### src/design/adct_params.svh
`ifndef ADCT_PARAMS_SVH
`define ADCT_PARAMS_SVH

// Field positions of the timing fields in the control word
`define ADCT_CTRL_W          16
`define ADCT_CTC_HI          15
`define ADCT_CTC_LO          14
`define ADCT_STC_HI          13
`define ADCT_STC_LO          12

// Conversion clock select codes
`define ADCT_CTC_FAST        2'h0
`define ADCT_CTC_RSVD        2'h1
`define ADCT_CTC_SLOW        2'h2
`define ADCT_CTC_MID         2'h3

// Times in half CPU periods (half_cpu_period_unit)
`define ADCT_TCC_TCL_FAST    24
`define ADCT_TCC_TCL_MID     48
`define ADCT_TCC_TCL_SLOW    96
`define ADCT_LOAD_TCL        4
`define ADCT_TCL_PER_CLK     2

// Step and phase counts
`define ADCT_SAMPLE_PERIODS  2
`define ADCT_DECIDE_STEPS    10
`define ADCT_LAST_STEP       4'hd

// Widths and reset values
`define ADCT_RES_W           10
`define ADCT_CNT_W           12
`define ADCT_IDX_W           4
`define ADCT_RESULT_RST      10'h000
`define ADCT_SAR_START       10'h200

`endif

### src/design/adct_pkg.sv
`include "adct_params.svh"

package adct_pkg;

  // Phases of one conversion
  typedef enum logic [1:0] {
    ADCT_IDLE,
    ADCT_SAMPLE,
    ADCT_CONVERT,
    ADCT_LOAD
  } adct_phase_t;

  // Whole state of the sequencer
  typedef struct packed {
    adct_phase_t                 phase;     // Current phase
    logic [`ADCT_CNT_W-1:0]      cnt;       // Cycles left in this step
    logic [`ADCT_IDX_W-1:0]      step;      // Converting step index
    logic [1:0]                  ctc;       // Latched conv_clock_select
    logic [1:0]                  stc;       // Latched sample_clock_select
    logic [`ADCT_RES_W-1:0]      result;    // Result register
    logic                        done;      // Completion pulse
    logic                        sample_en; // Sampling switch closed
    logic                        sync1;     // Comparator sync stage 1
    logic                        sync2;     // Comparator sync stage 2
  } adct_state_t;

  // Whole state of the approximation register
  typedef struct packed {
    logic [`ADCT_RES_W-1:0]      trial;     // Trial and final code
  } adct_sar_state_t;

endpackage

### src/design/adct_sar_if.sv
`timescale 1ns/1ps
`include "adct_params.svh"

interface adct_sar_if;
  logic                       clear;      // Preset the trial code
  logic                       decide;     // Take one bit decision
  logic                       cmp;        // Input above trial level
  logic [`ADCT_IDX_W-1:0]     bit_idx;    // Bit being decided
  logic [`ADCT_RES_W-1:0]     trial;      // Current trial code

  modport ctrl (output clear, decide, cmp, bit_idx, input trial);
  modport sar  (input clear, decide, cmp, bit_idx, output trial);
endinterface

### src/design/adct_top.sv
// Summary of operation
// - Sample phase precedes any bit decision
// - Ten approximation steps, one bit each
// - Four equalizing steps follow the decisions
// - Each converting step lasts one conv_clock_period
// - Timing fields sit in top four bits
// - Conv clock: 24, 96, 48 units
// - Sample clock is conv clock times 1,2,4,8
// - Sampling lasts two sample clock periods
// - Total: 14 tcc, 2 tsc, 4 units
// - Total includes sample, steps, result load
// - Input ignored after sampling ends
// - Out of range gives zeros or ones
// - Timing unit is half a CPU period
`timescale 1ns/1ps
`include "adct_params.svh"

module adct_top (
  input  wire logic                        ref_clk,
  input  wire logic                        rst,
  input  wire logic                        start,
  input  wire logic [`ADCT_CTRL_W-1:0]     converter_control_register,
  input  wire logic                        cmp_above,
  output wire logic                        sample_en,
  output wire logic [`ADCT_RES_W-1:0]      dac_code,
  output wire logic                        busy,
  output wire logic [`ADCT_RES_W-1:0]      result,
  output wire logic                        done
);
  import adct_pkg::*;

  adct_state_t st;       // Registered state
  adct_state_t next_st;  // Next state
  adct_sar_if  sif ();   // Link to the approximation register

  // Clock cycles per conv_clock_period for a select code
  function automatic logic [`ADCT_CNT_W-1:0] tcc_cycles(
    input logic [1:0] ctc
  );
    logic [`ADCT_CNT_W-1:0] half_cpu_period_unit;
    half_cpu_period_unit = `ADCT_CNT_W'(`ADCT_TCC_TCL_FAST);
    unique case (ctc)
      // Slow base clock
      `ADCT_CTC_SLOW: half_cpu_period_unit = `ADCT_CNT_W'(`ADCT_TCC_TCL_SLOW);
      // Medium base clock
      `ADCT_CTC_MID:  half_cpu_period_unit = `ADCT_CNT_W'(`ADCT_TCC_TCL_MID);
      // Fast base clock; reserved code treated the same
      `ADCT_CTC_FAST,
      `ADCT_CTC_RSVD: half_cpu_period_unit = `ADCT_CNT_W'(`ADCT_TCC_TCL_FAST);
    endcase
    // Two half periods make one clock cycle
    return half_cpu_period_unit / `ADCT_CNT_W'(`ADCT_TCL_PER_CLK);
  endfunction

  // Clock cycles of the whole sample phase
  function automatic logic [`ADCT_CNT_W-1:0] sample_cycles(
    input logic [1:0] ctc,
    input logic [1:0] stc
  );
    logic [`ADCT_CNT_W-1:0] tsc;
    // Sample clock is the base clock times two to the code
    tsc = tcc_cycles(ctc) << stc;
    return `ADCT_CNT_W'(tsc * `ADCT_CNT_W'(`ADCT_SAMPLE_PERIODS));
  endfunction

  // Cycles spent loading the result register
  localparam logic [`ADCT_CNT_W-1:0] LOAD_CYCLES =
    `ADCT_CNT_W'(`ADCT_LOAD_TCL / `ADCT_TCL_PER_CLK);

  // Number of bit decision steps
  localparam logic [`ADCT_IDX_W-1:0] DECIDE_STEPS =
    `ADCT_IDX_W'(`ADCT_DECIDE_STEPS);

  // Conversion clock select field of a control word
  function automatic logic [1:0] ctc_field(
    input logic [`ADCT_CTRL_W-1:0] word
  );
    // Upper pair of the top four bits
    return word[`ADCT_CTC_HI:`ADCT_CTC_LO];
  endfunction

  // Sample clock select field of a control word
  function automatic logic [1:0] stc_field(
    input logic [`ADCT_CTRL_W-1:0] word
  );
    // Lower pair of the top four bits
    return word[`ADCT_STC_HI:`ADCT_STC_LO];
  endfunction

  // Load value of a down counter that must run a number of cycles
  function automatic logic [`ADCT_CNT_W-1:0] last_index(
    input logic [`ADCT_CNT_W-1:0] cycles
  );
    // The counter expires on the edge at which it reads zero
    return cycles - `ADCT_CNT_W'(1);
  endfunction

  // One cycle less on a running down counter
  function automatic logic [`ADCT_CNT_W-1:0] count_down(
    input logic [`ADCT_CNT_W-1:0] cnt
  );
    // Never called at zero; the phase moves on there instead
    return cnt - `ADCT_CNT_W'(1);
  endfunction

  // Bit decided in a given decision step, top bit first
  function automatic logic [`ADCT_IDX_W-1:0] decide_bit(
    input logic [`ADCT_IDX_W-1:0] step
  );
    // First step decides the top bit, last step the bottom bit
    return DECIDE_STEPS - `ADCT_IDX_W'(1) - step;
  endfunction

  // Approximation register
  adct_sar u_sar (
    .ref_clk (ref_clk),
    .rst     (rst),
    .sif     (sif.sar)
  );

  // Switch control straight from its flop
  assign sample_en = st.sample_en;
  // Trial code held in the approximation register
  assign dac_code  = sif.trial;
  // Handshake level, decoded from the phase flops
  assign busy      = (st.phase != ADCT_IDLE);
  // Result register and completion pulse
  assign result    = st.result;
  assign done      = st.done;

  // Comparator only counts during decisions
  assign sif.cmp = st.sync2;

  // Sequencer: works out the next state from the present one
  always_comb begin
    // Hold everything unless a branch below says otherwise
    next_st         = st;
    // Completion is a single cycle pulse
    next_st.done    = 1'b0;
    // Comparator crosses in through two flops
    next_st.sync1   = cmp_above;
    next_st.sync2   = st.sync1;
    // Approximation register idles unless told
    sif.clear       = 1'b0;
    sif.decide      = 1'b0;
    // Bit index counts down from the top bit
    sif.bit_idx     = decide_bit(st.step);
    unique case (st.phase)
      // Wait for a start request
      ADCT_IDLE: begin
        if (start) begin
          // Take the timing fields from the upper bits
          next_st.ctc = ctc_field(converter_control_register);
          next_st.stc = stc_field(converter_control_register);
          // Close the switch; sampling starts at once
          next_st.phase     = ADCT_SAMPLE;
          next_st.sample_en = 1'b1;
          // Sample length follows the word being taken
          next_st.cnt = last_index(sample_cycles(
            ctc_field(converter_control_register),
            stc_field(converter_control_register)));
          // Preset the trial code for the first decision
          sif.clear = 1'b1;
        end else begin
          // Stay idle; the control word is not looked at
          next_st.phase = ADCT_IDLE;
        end
      end
      // Capacitors track the input
      ADCT_SAMPLE: begin
        if (st.cnt == '0) begin
          // Open the switch; input no longer matters
          next_st.sample_en = 1'b0;
          next_st.phase     = ADCT_CONVERT;
          // First converting step is a decision step
          next_st.step      = '0;
          next_st.cnt       = last_index(tcc_cycles(st.ctc));
        end else begin
          // Keep sampling
          next_st.cnt = count_down(st.cnt);
        end
      end
      // Decision steps then equalizing steps
      ADCT_CONVERT: begin
        if (st.cnt == '0) begin
          // Decide at the end of the step, settled comparator
          if (st.step < DECIDE_STEPS) begin
            sif.decide = 1'b1;
          end
          if (st.step == `ADCT_LAST_STEP) begin
            // Fourteen steps done, go load the result
            next_st.phase = ADCT_LOAD;
            next_st.cnt   = last_index(LOAD_CYCLES);
          end else begin
            // Next step, one base clock period long
            next_st.step = st.step + `ADCT_IDX_W'(1);
            next_st.cnt  = last_index(tcc_cycles(st.ctc));
          end
        end else begin
          // Step still running
          next_st.cnt = count_down(st.cnt);
        end
      end
      // Transfer to the result register
      ADCT_LOAD: begin
        if (st.cnt == '0) begin
          // Result and completion on the same edge
          next_st.result = sif.trial;
          next_st.done   = 1'b1;
          next_st.phase  = ADCT_IDLE;
        end else begin
          // Transfer still settling
          next_st.cnt = count_down(st.cnt);
        end
      end
    endcase
  end

  // State register with synchronous reset
  always_ff @(posedge ref_clk) begin
    if (rst) begin
      st <= '0;
    end else begin
      st <= next_st;
    end
  end
endmodule

### src/design/adct_sar.sv
`timescale 1ns/1ps
`include "adct_params.svh"

module adct_sar (
  input  wire logic  ref_clk,
  input  wire logic  rst,
  adct_sar_if.sar    sif
);
  import adct_pkg::*;

  adct_sar_state_t st;       // Registered state
  adct_sar_state_t next_st;  // Next state

  // Trial code drives the capacitor array directly
  assign sif.trial = st.trial;

  // One bit decided per step, from the top bit down
  always_comb begin
    next_st = st;
    if (sif.clear) begin
      // Start with only the top bit set
      next_st.trial = `ADCT_SAR_START;
    end else if (sif.decide) begin
      // Drop the bit when the input lies below the trial level
      if (!sif.cmp) begin
        next_st.trial[sif.bit_idx] = 1'b0;
      end
      // Try the next lower bit
      if (sif.bit_idx != '0) begin
        next_st.trial[sif.bit_idx - 4'h1] = 1'b1;
      end
    end
  end

  // State register
  always_ff @(posedge ref_clk) begin
    if (rst) begin
      st <= '0;
    end else begin
      st <= next_st;
    end
  end
endmodule

### config.mk
export PLATFORM = sky130hd
export DESIGN_NAME = adct_top
export DESIGN_NICKNAME = d
export VERILOG_FILES = /design/src/design/adct_pkg.sv /design/src/design/adct_sar_if.sv /design/src/design/adct_top.sv /design/src/design/adct_sar.sv
export VERILOG_INCLUDE_DIRS = /design/src /design/src/design
export SDC_FILE = /design/constraint.sdc
export NUM_CORES = 1
export LEC_CHECK = 0
export BUFFER_PORTS_ARGS = -buffer_cell sky130_fd_sc_hd__buf_2
export CORE_ASPECT_RATIO = 0.9
export CORE_MARGIN = 2
export CORE_UTILIZATION = 35
export DETAILED_ROUTE_END_ITERATION = 8
export GPL_ROUTABILITY_DRIVEN = 1
export SYNTH_ARGS = -nofsm -noshare
export SYNTH_HDL_FRONTEND = slang
export SYNTH_SLANG_ARGS = --single-unit
### constraint.sdc
create_clock -name ref_clk -period 2.81 [get_ports ref_clk]
set_input_delay 0.281 -clock ref_clk [delete_from_list [all_inputs] [get_ports ref_clk]]
set_output_delay 0.281 -clock ref_clk [all_outputs]
set_load 0.02 [all_outputs]
# Word level (Yosys, flattened, before mapping)
# Cells that the tools add are included.
# W data, S select, Z words.
[totals] wordCells=109 regBits=44 output_inout_bits=23 input_bits=20
[op_classes] order_cmp=5 bitwise=4 n_shift=1 muxes=43 n_reduce_logical=21 add_sub_neg=7 n_eq_ne=17
[ops] cell="$mux W12" n=12
[ops] cell="$pmux W12 S3" n=2
[ops] cell="$mux W10" n=6
[ops] cell="$pmux W14 S4" n=1
[ops] cell="$sub A11 B1 Y12 const B" n=2
[ops] cell="$sub A12 B1 Y12 const B" n=2
[ops] cell="$ne A2 B2 Y1 const B" n=7
[ops] cell="$eq A2 B2 Y1 const B" n=6
[ops] cell="$logic_not A12 Y1" n=1
[ops] cell="$mux W4" n=3
[ops] cell="$mux W1" n=11
[ops] cell="$shl A11 B2 Y11" n=1
[ops] cell="$and A10 B10 Y10" n=1
[ops] cell="$lt A4 B5 Y1 const B" n=2
[ops] cell="$not A10 Y10" n=1
[ops] cell="$or A10 B10 Y10" n=1
[ops] cell="$demux W1 S4" n=2
[ops] cell="$ge A4 B1 Y1 const B" n=2
[ops] cell="$mux W2" n=4
[ops] cell="$pmux W4 S2" n=1
[ops] cell="$reduce_and A4 Y1" n=2
[ops] cell="$reduce_bool A2 Y1" n=4
[ops] cell="$reduce_or A2 Y1" n=4
[ops] cell="$eq A2 B1 Y1 const B" n=3
[ops] cell="other kinds (12)" n=17

# Logic depth before layout (Yosys ltp)
[logic_depth] depth_word=14 ltp_mapped=10 ltp_nobuf=10

# Modules after synthesis
# From an unflattened synthesis, not the netlist that was laid out.
[unflattened] cells_unflattened=335 area_unflattened_um2=2732.6
[modules_own_cells] mod="adct_top" area_per_inst_um2=2177.1 n_inst=1 seq_area_each_um2=680.7 cells_per_inst=276
[modules_own_cells] mod="adct_sar" area_per_inst_um2=555.5 n_inst=1 seq_area_each_um2=200.2 cells_per_inst=59

# Worst setup path after synthesis
# Ideal clock, no wire load.
[synth_path] path_kind="register -> register" startpoint="register st[22] (netlist name)" endpoint="register u_sar.st, in the netlist u_sar.sif.trial[0]" setup_time_ns=0.117 required_ns=2.693 t_arrival_ns=2.238 period_less_slack_ns=2.355 path_buffers=1 slack_ns=0.455 path_stages_with_launch=10 cell_sequence="dfxtp_1 inv_1 ha_1 or4b_1 or3_1 buf_6 nor3_4 and3b_2 nand2_1 a32o_1"
[synth_between] elab_chain_cells=3
[synth_rtl] element="from (decl)" line_no="adct_top.sv:32" rtl="adct_state_t st;"
[synth_rtl] element="from (signal assigned)" line_no="adct_top.sv:224" rtl="st <= next_st;"
[synth_rtl] element="$logic_not A12 Y1" line_no="adct_top.sv:185" rtl="if (st.cnt == '0) begin"
[synth_rtl] element="$mux W1" line_no="adct_top.sv:185"
[synth_rtl] element="$mux W1" line_no="adct_top.sv:148" rtl="unique case (st.phase)"
[synth_rtl] element="to (signal assigned)" line_no="adct_sar.sv:40" rtl="st <= next_st;"
[synth_rtl] element="to (decl)" line_no="adct_sar.sv:11" rtl="adct_sar_state_t st;"
# No other way between the ends.
# A chain may end at the register's enable or synchronous reset.

# Final worst setup path
[layout_path] startpoint="register st[22] (netlist name)" endpoint="register u_sar.st, in the netlist u_sar.sif.trial[4]"
# The elaborated chain is that of the path after synthesis.

==> run_results.csv <==
group,metric,value,unit
outcome,status,"finished clean",
min_path,hold_depth,2,
layout,multi_input_area,1450,um^2
floorplan,die-area,7940,um^2
global_route,grt_max_degree,37,
global_route,grt_remaining_overflow,0,
layout,design_area,2850,um^2
sta,fin_skew,0.00969,ns
clocking,cts_tree,"done",
sta,rsz0062_at_grt,"false",
synth,synth-async-reset-ratio,0,
sta,slew_headroom,0.386,
drt,first_iter_violations,186,
drt,viasPerCell,5.25,
synth,synthFlopType,"dfxtp_1",
layout,syn_to_final_growth,12.2,%
min_path,min_from,"cmp_above",
synth,synth.net_count,364,
synth,synth_area,2540,um^2
setup_path,reg2reg_setup_slack,0.16,ns
flow_run,max-cap-violations,0,
power,finalPower,2.27,mW
clocking,cts_buffers,5,
placement,port_buffers,30,
drt,wl_per_cell,13.8,um
clocking,cts.sinks,44,
synth,synth_edf_count,0,
sta,final.min_clock_period,2.65,ns
drt,routed_wl,6120,um
clocking,clk_path_buf_depth,2,
clocking,postCtsSetupBuffers,0,
sta,hold_viol_final,0,
layout,fillers,775,
drt,route.detailed.drc,0,
global_route,grt_pass1_vias,2142,
layout,antenna_cells,0,
setup_path,path_class,"flop to flop",
global_route,grt_pass1_wl,10400,um
floorplan,fp.dieW,93.7,um
setup_path,cp_slowest_stage_delay,0.59,ns
setup_path,crit_buf_inv,1,
setup_path,reg2reg_depth,8,
placement,placed_area,2730,um^2
layout,regArea,881,um^2
power,p_leak,1.13,nW
setup_path,r2r_start,"st[22]",
global_route,antenna_found_initial,0,
floorplan,start_util,0.360,
clocking,cts.reportedPaths.clkPinSlew,0.09,ns
placement,dpl.hpwl,4460,um
min_path,min_to,"next_st[0]",
sta,fin_hold_ws,0.195,ns
drt,drtAntennaViolNets,0,
setup_path,slowest_stage,"or3_1",
floorplan,rows,29,
power,ir_drop,0.310,mV
synth,yosysTopAreaCell,"dfxtp_1",
drt,num_vias,2327,
placement,gp_congestion,0.877,
sta,setup_viol,0,
clocking,hold_buffers,0,
synth,synthCells,330,
clocking,htreeDepth,2,
setup_path,worst_ep_required_time,3.01,ns
synth,ys_seq_elements,44,
setup_path,path_delay_family,"simple AND/OR/NAND/NOR gates",
synth,ys_warn_count,0,
synth,syn_area_per_cell,7.69,um^2
setup_path,r2r_end,"u_sar.sif.trial[4]",
setup_path,endpoint_kind,"flop",
synth,seq_area_frac_synth,0.347,
sta,final-max-slew-violation-count,0,
clocking,ctsResizeCount,0,
sta,final.period_utilization,0.943,
synth,synth_area_leaders,"dfxtp_1 35%, a21oi_1 6.9%, ha_1 6.9%, nand2_1 6.5%, o21ai_0 5.5%",
synth,yosysTopAreaCellShare,0.347,
clocking,clock_latency,0.30,ns
setup_path,critPathMaxFanout,9,
setup_path,cp_cell_sequence,"inv_1, ha_1, or4b_1, or3_1, nor3_4, and3_2, nand2_1, a32o_1",
global_route,track_usage,0.163,
sta,worst_pin_slew,0.918,ns
floorplan,core,7040,um^2
min_path,hold_class,"primary input to flop",
layout,drive_above_1_share,0.160,
power,power_density,797,nW/um^2
synth,synth.distinct_cells,47,
clocking,clockRootBuffer,"clkbuf_8",
synth,synthTopCellsByCount,"44 x dfxtp_1, 44 x nand2_1, 35 x a21oi_1",
drt,first_pass_iters,4,
setup_path,cp.arrival,2.85,ns
setup_path,start_kind,"flop",
layout,nNetsFinal,383,
sta,fmax,0.377,GHz
floorplan,die_h,84.8,um
floorplan,num_io_pins,43,
sta,setup-tns-final,0,ns
## routing by layer
layer,share of wire,global-route usage,vias to the layer above
met2,0.46,0.244,41
met4,0.0065,0.0461,0
met1,0.50,0.238,1082
li1,-,-,1202
met5,0,0,-
met3,0.035,0.0323,2
## registers in the layout (all words and copies together) (netlist names)
name / flops
st: 20
result: 10
u_sar.sif.trial: 10
done: 1
next_st: 1
sample_en: 1
sif.cmp: 1
## report_power, final
| group | internal [mW] | total (mW) | switching (mW) |
|---|---|---|---|
| combinational | 0.371 | 0.974 | 0.603 |
| sequential | 0.704 | 0.793 | 0.0886 |
| clock | 0.268 | 0.504 | 0.236 |
| total | 1.34 | 2.27 | 0.927 |
## stage by stage
step                 util  setup slack (ns)  std cells
floorplan               -             0.455        330
global placement    0.388             0.222        435
detailed placement  0.388             0.212        435
CTS                 0.404             0.188        443
global route        0.404            0.0319        443
finish              0.404             0.160        443
## cell families (layout without fill, tap and decap cells)
logic type | after synthesis | after routing | share of synthesized area
AND/OR/NAND/NOR | 130 | 130 | 0.257
AO/OA/AOI/OAI | 90 | 90 | 0.214
flip-flops | 44 | 44 | 0.347
buffers and inverters | 44 | 64 | 0.0839
adder cells (fa/ha/maj) | 14 | 14 | 0.0691
XOR/XNOR | 5 | 5 | 0.0173
multiplexers | 3 | 3 | 0.0118
## how the worst max path moves through the flow
stage,cells past startpoint,start,to,slack (ns)
after global placement,8,st[22],u_sar.sif.trial[0],0.22
after detailed placement,8,st[22],u_sar.sif.trial[4],0.21
after CTS,8,st[22],u_sar.sif.trial[4],0.19
after floorplan,9,st[22],u_sar.sif.trial[0],0.46
final,8,st[22],u_sar.sif.trial[4],0.16
after global routing,8,st[22],u_sar.sif.trial[0],0.03
## cell type report
class	count	area share
Clock buffer	5	0.0242
Clock inverter	3	0.0163
Inverter	16	0.0211
Multi-Input combinational cell	242	0.509
Sequential cell	44	0.309
Tap cell	93	0.0409
Timing Repair Buffer	40	0.0791
## cells in the final DEF, fill, tap and decap left out, types with 3 or more instances in the layout
cell      Yosys  final
a22oi_1       4      4
nand2_1      44     44
nor2b_1       6      6
or3_1         7      7
ha_1         14     14
a32o_1        6      6
a21oi_1      35     35
buf_4        10     10
nand3_1       9      9
clkbuf_8      0      5
or4_1         3      3
nor3_1       15     15
buf_2         2     30
o21ai_0      28     28
nor2_1       24     24
mux2i_1       3      3
inv_1        16     16
a31oi_1       3      3
xnor2_1       4      4
dfxtp_1      44     44
nor4_1        6      5
(Power assumes the default switching activity.)
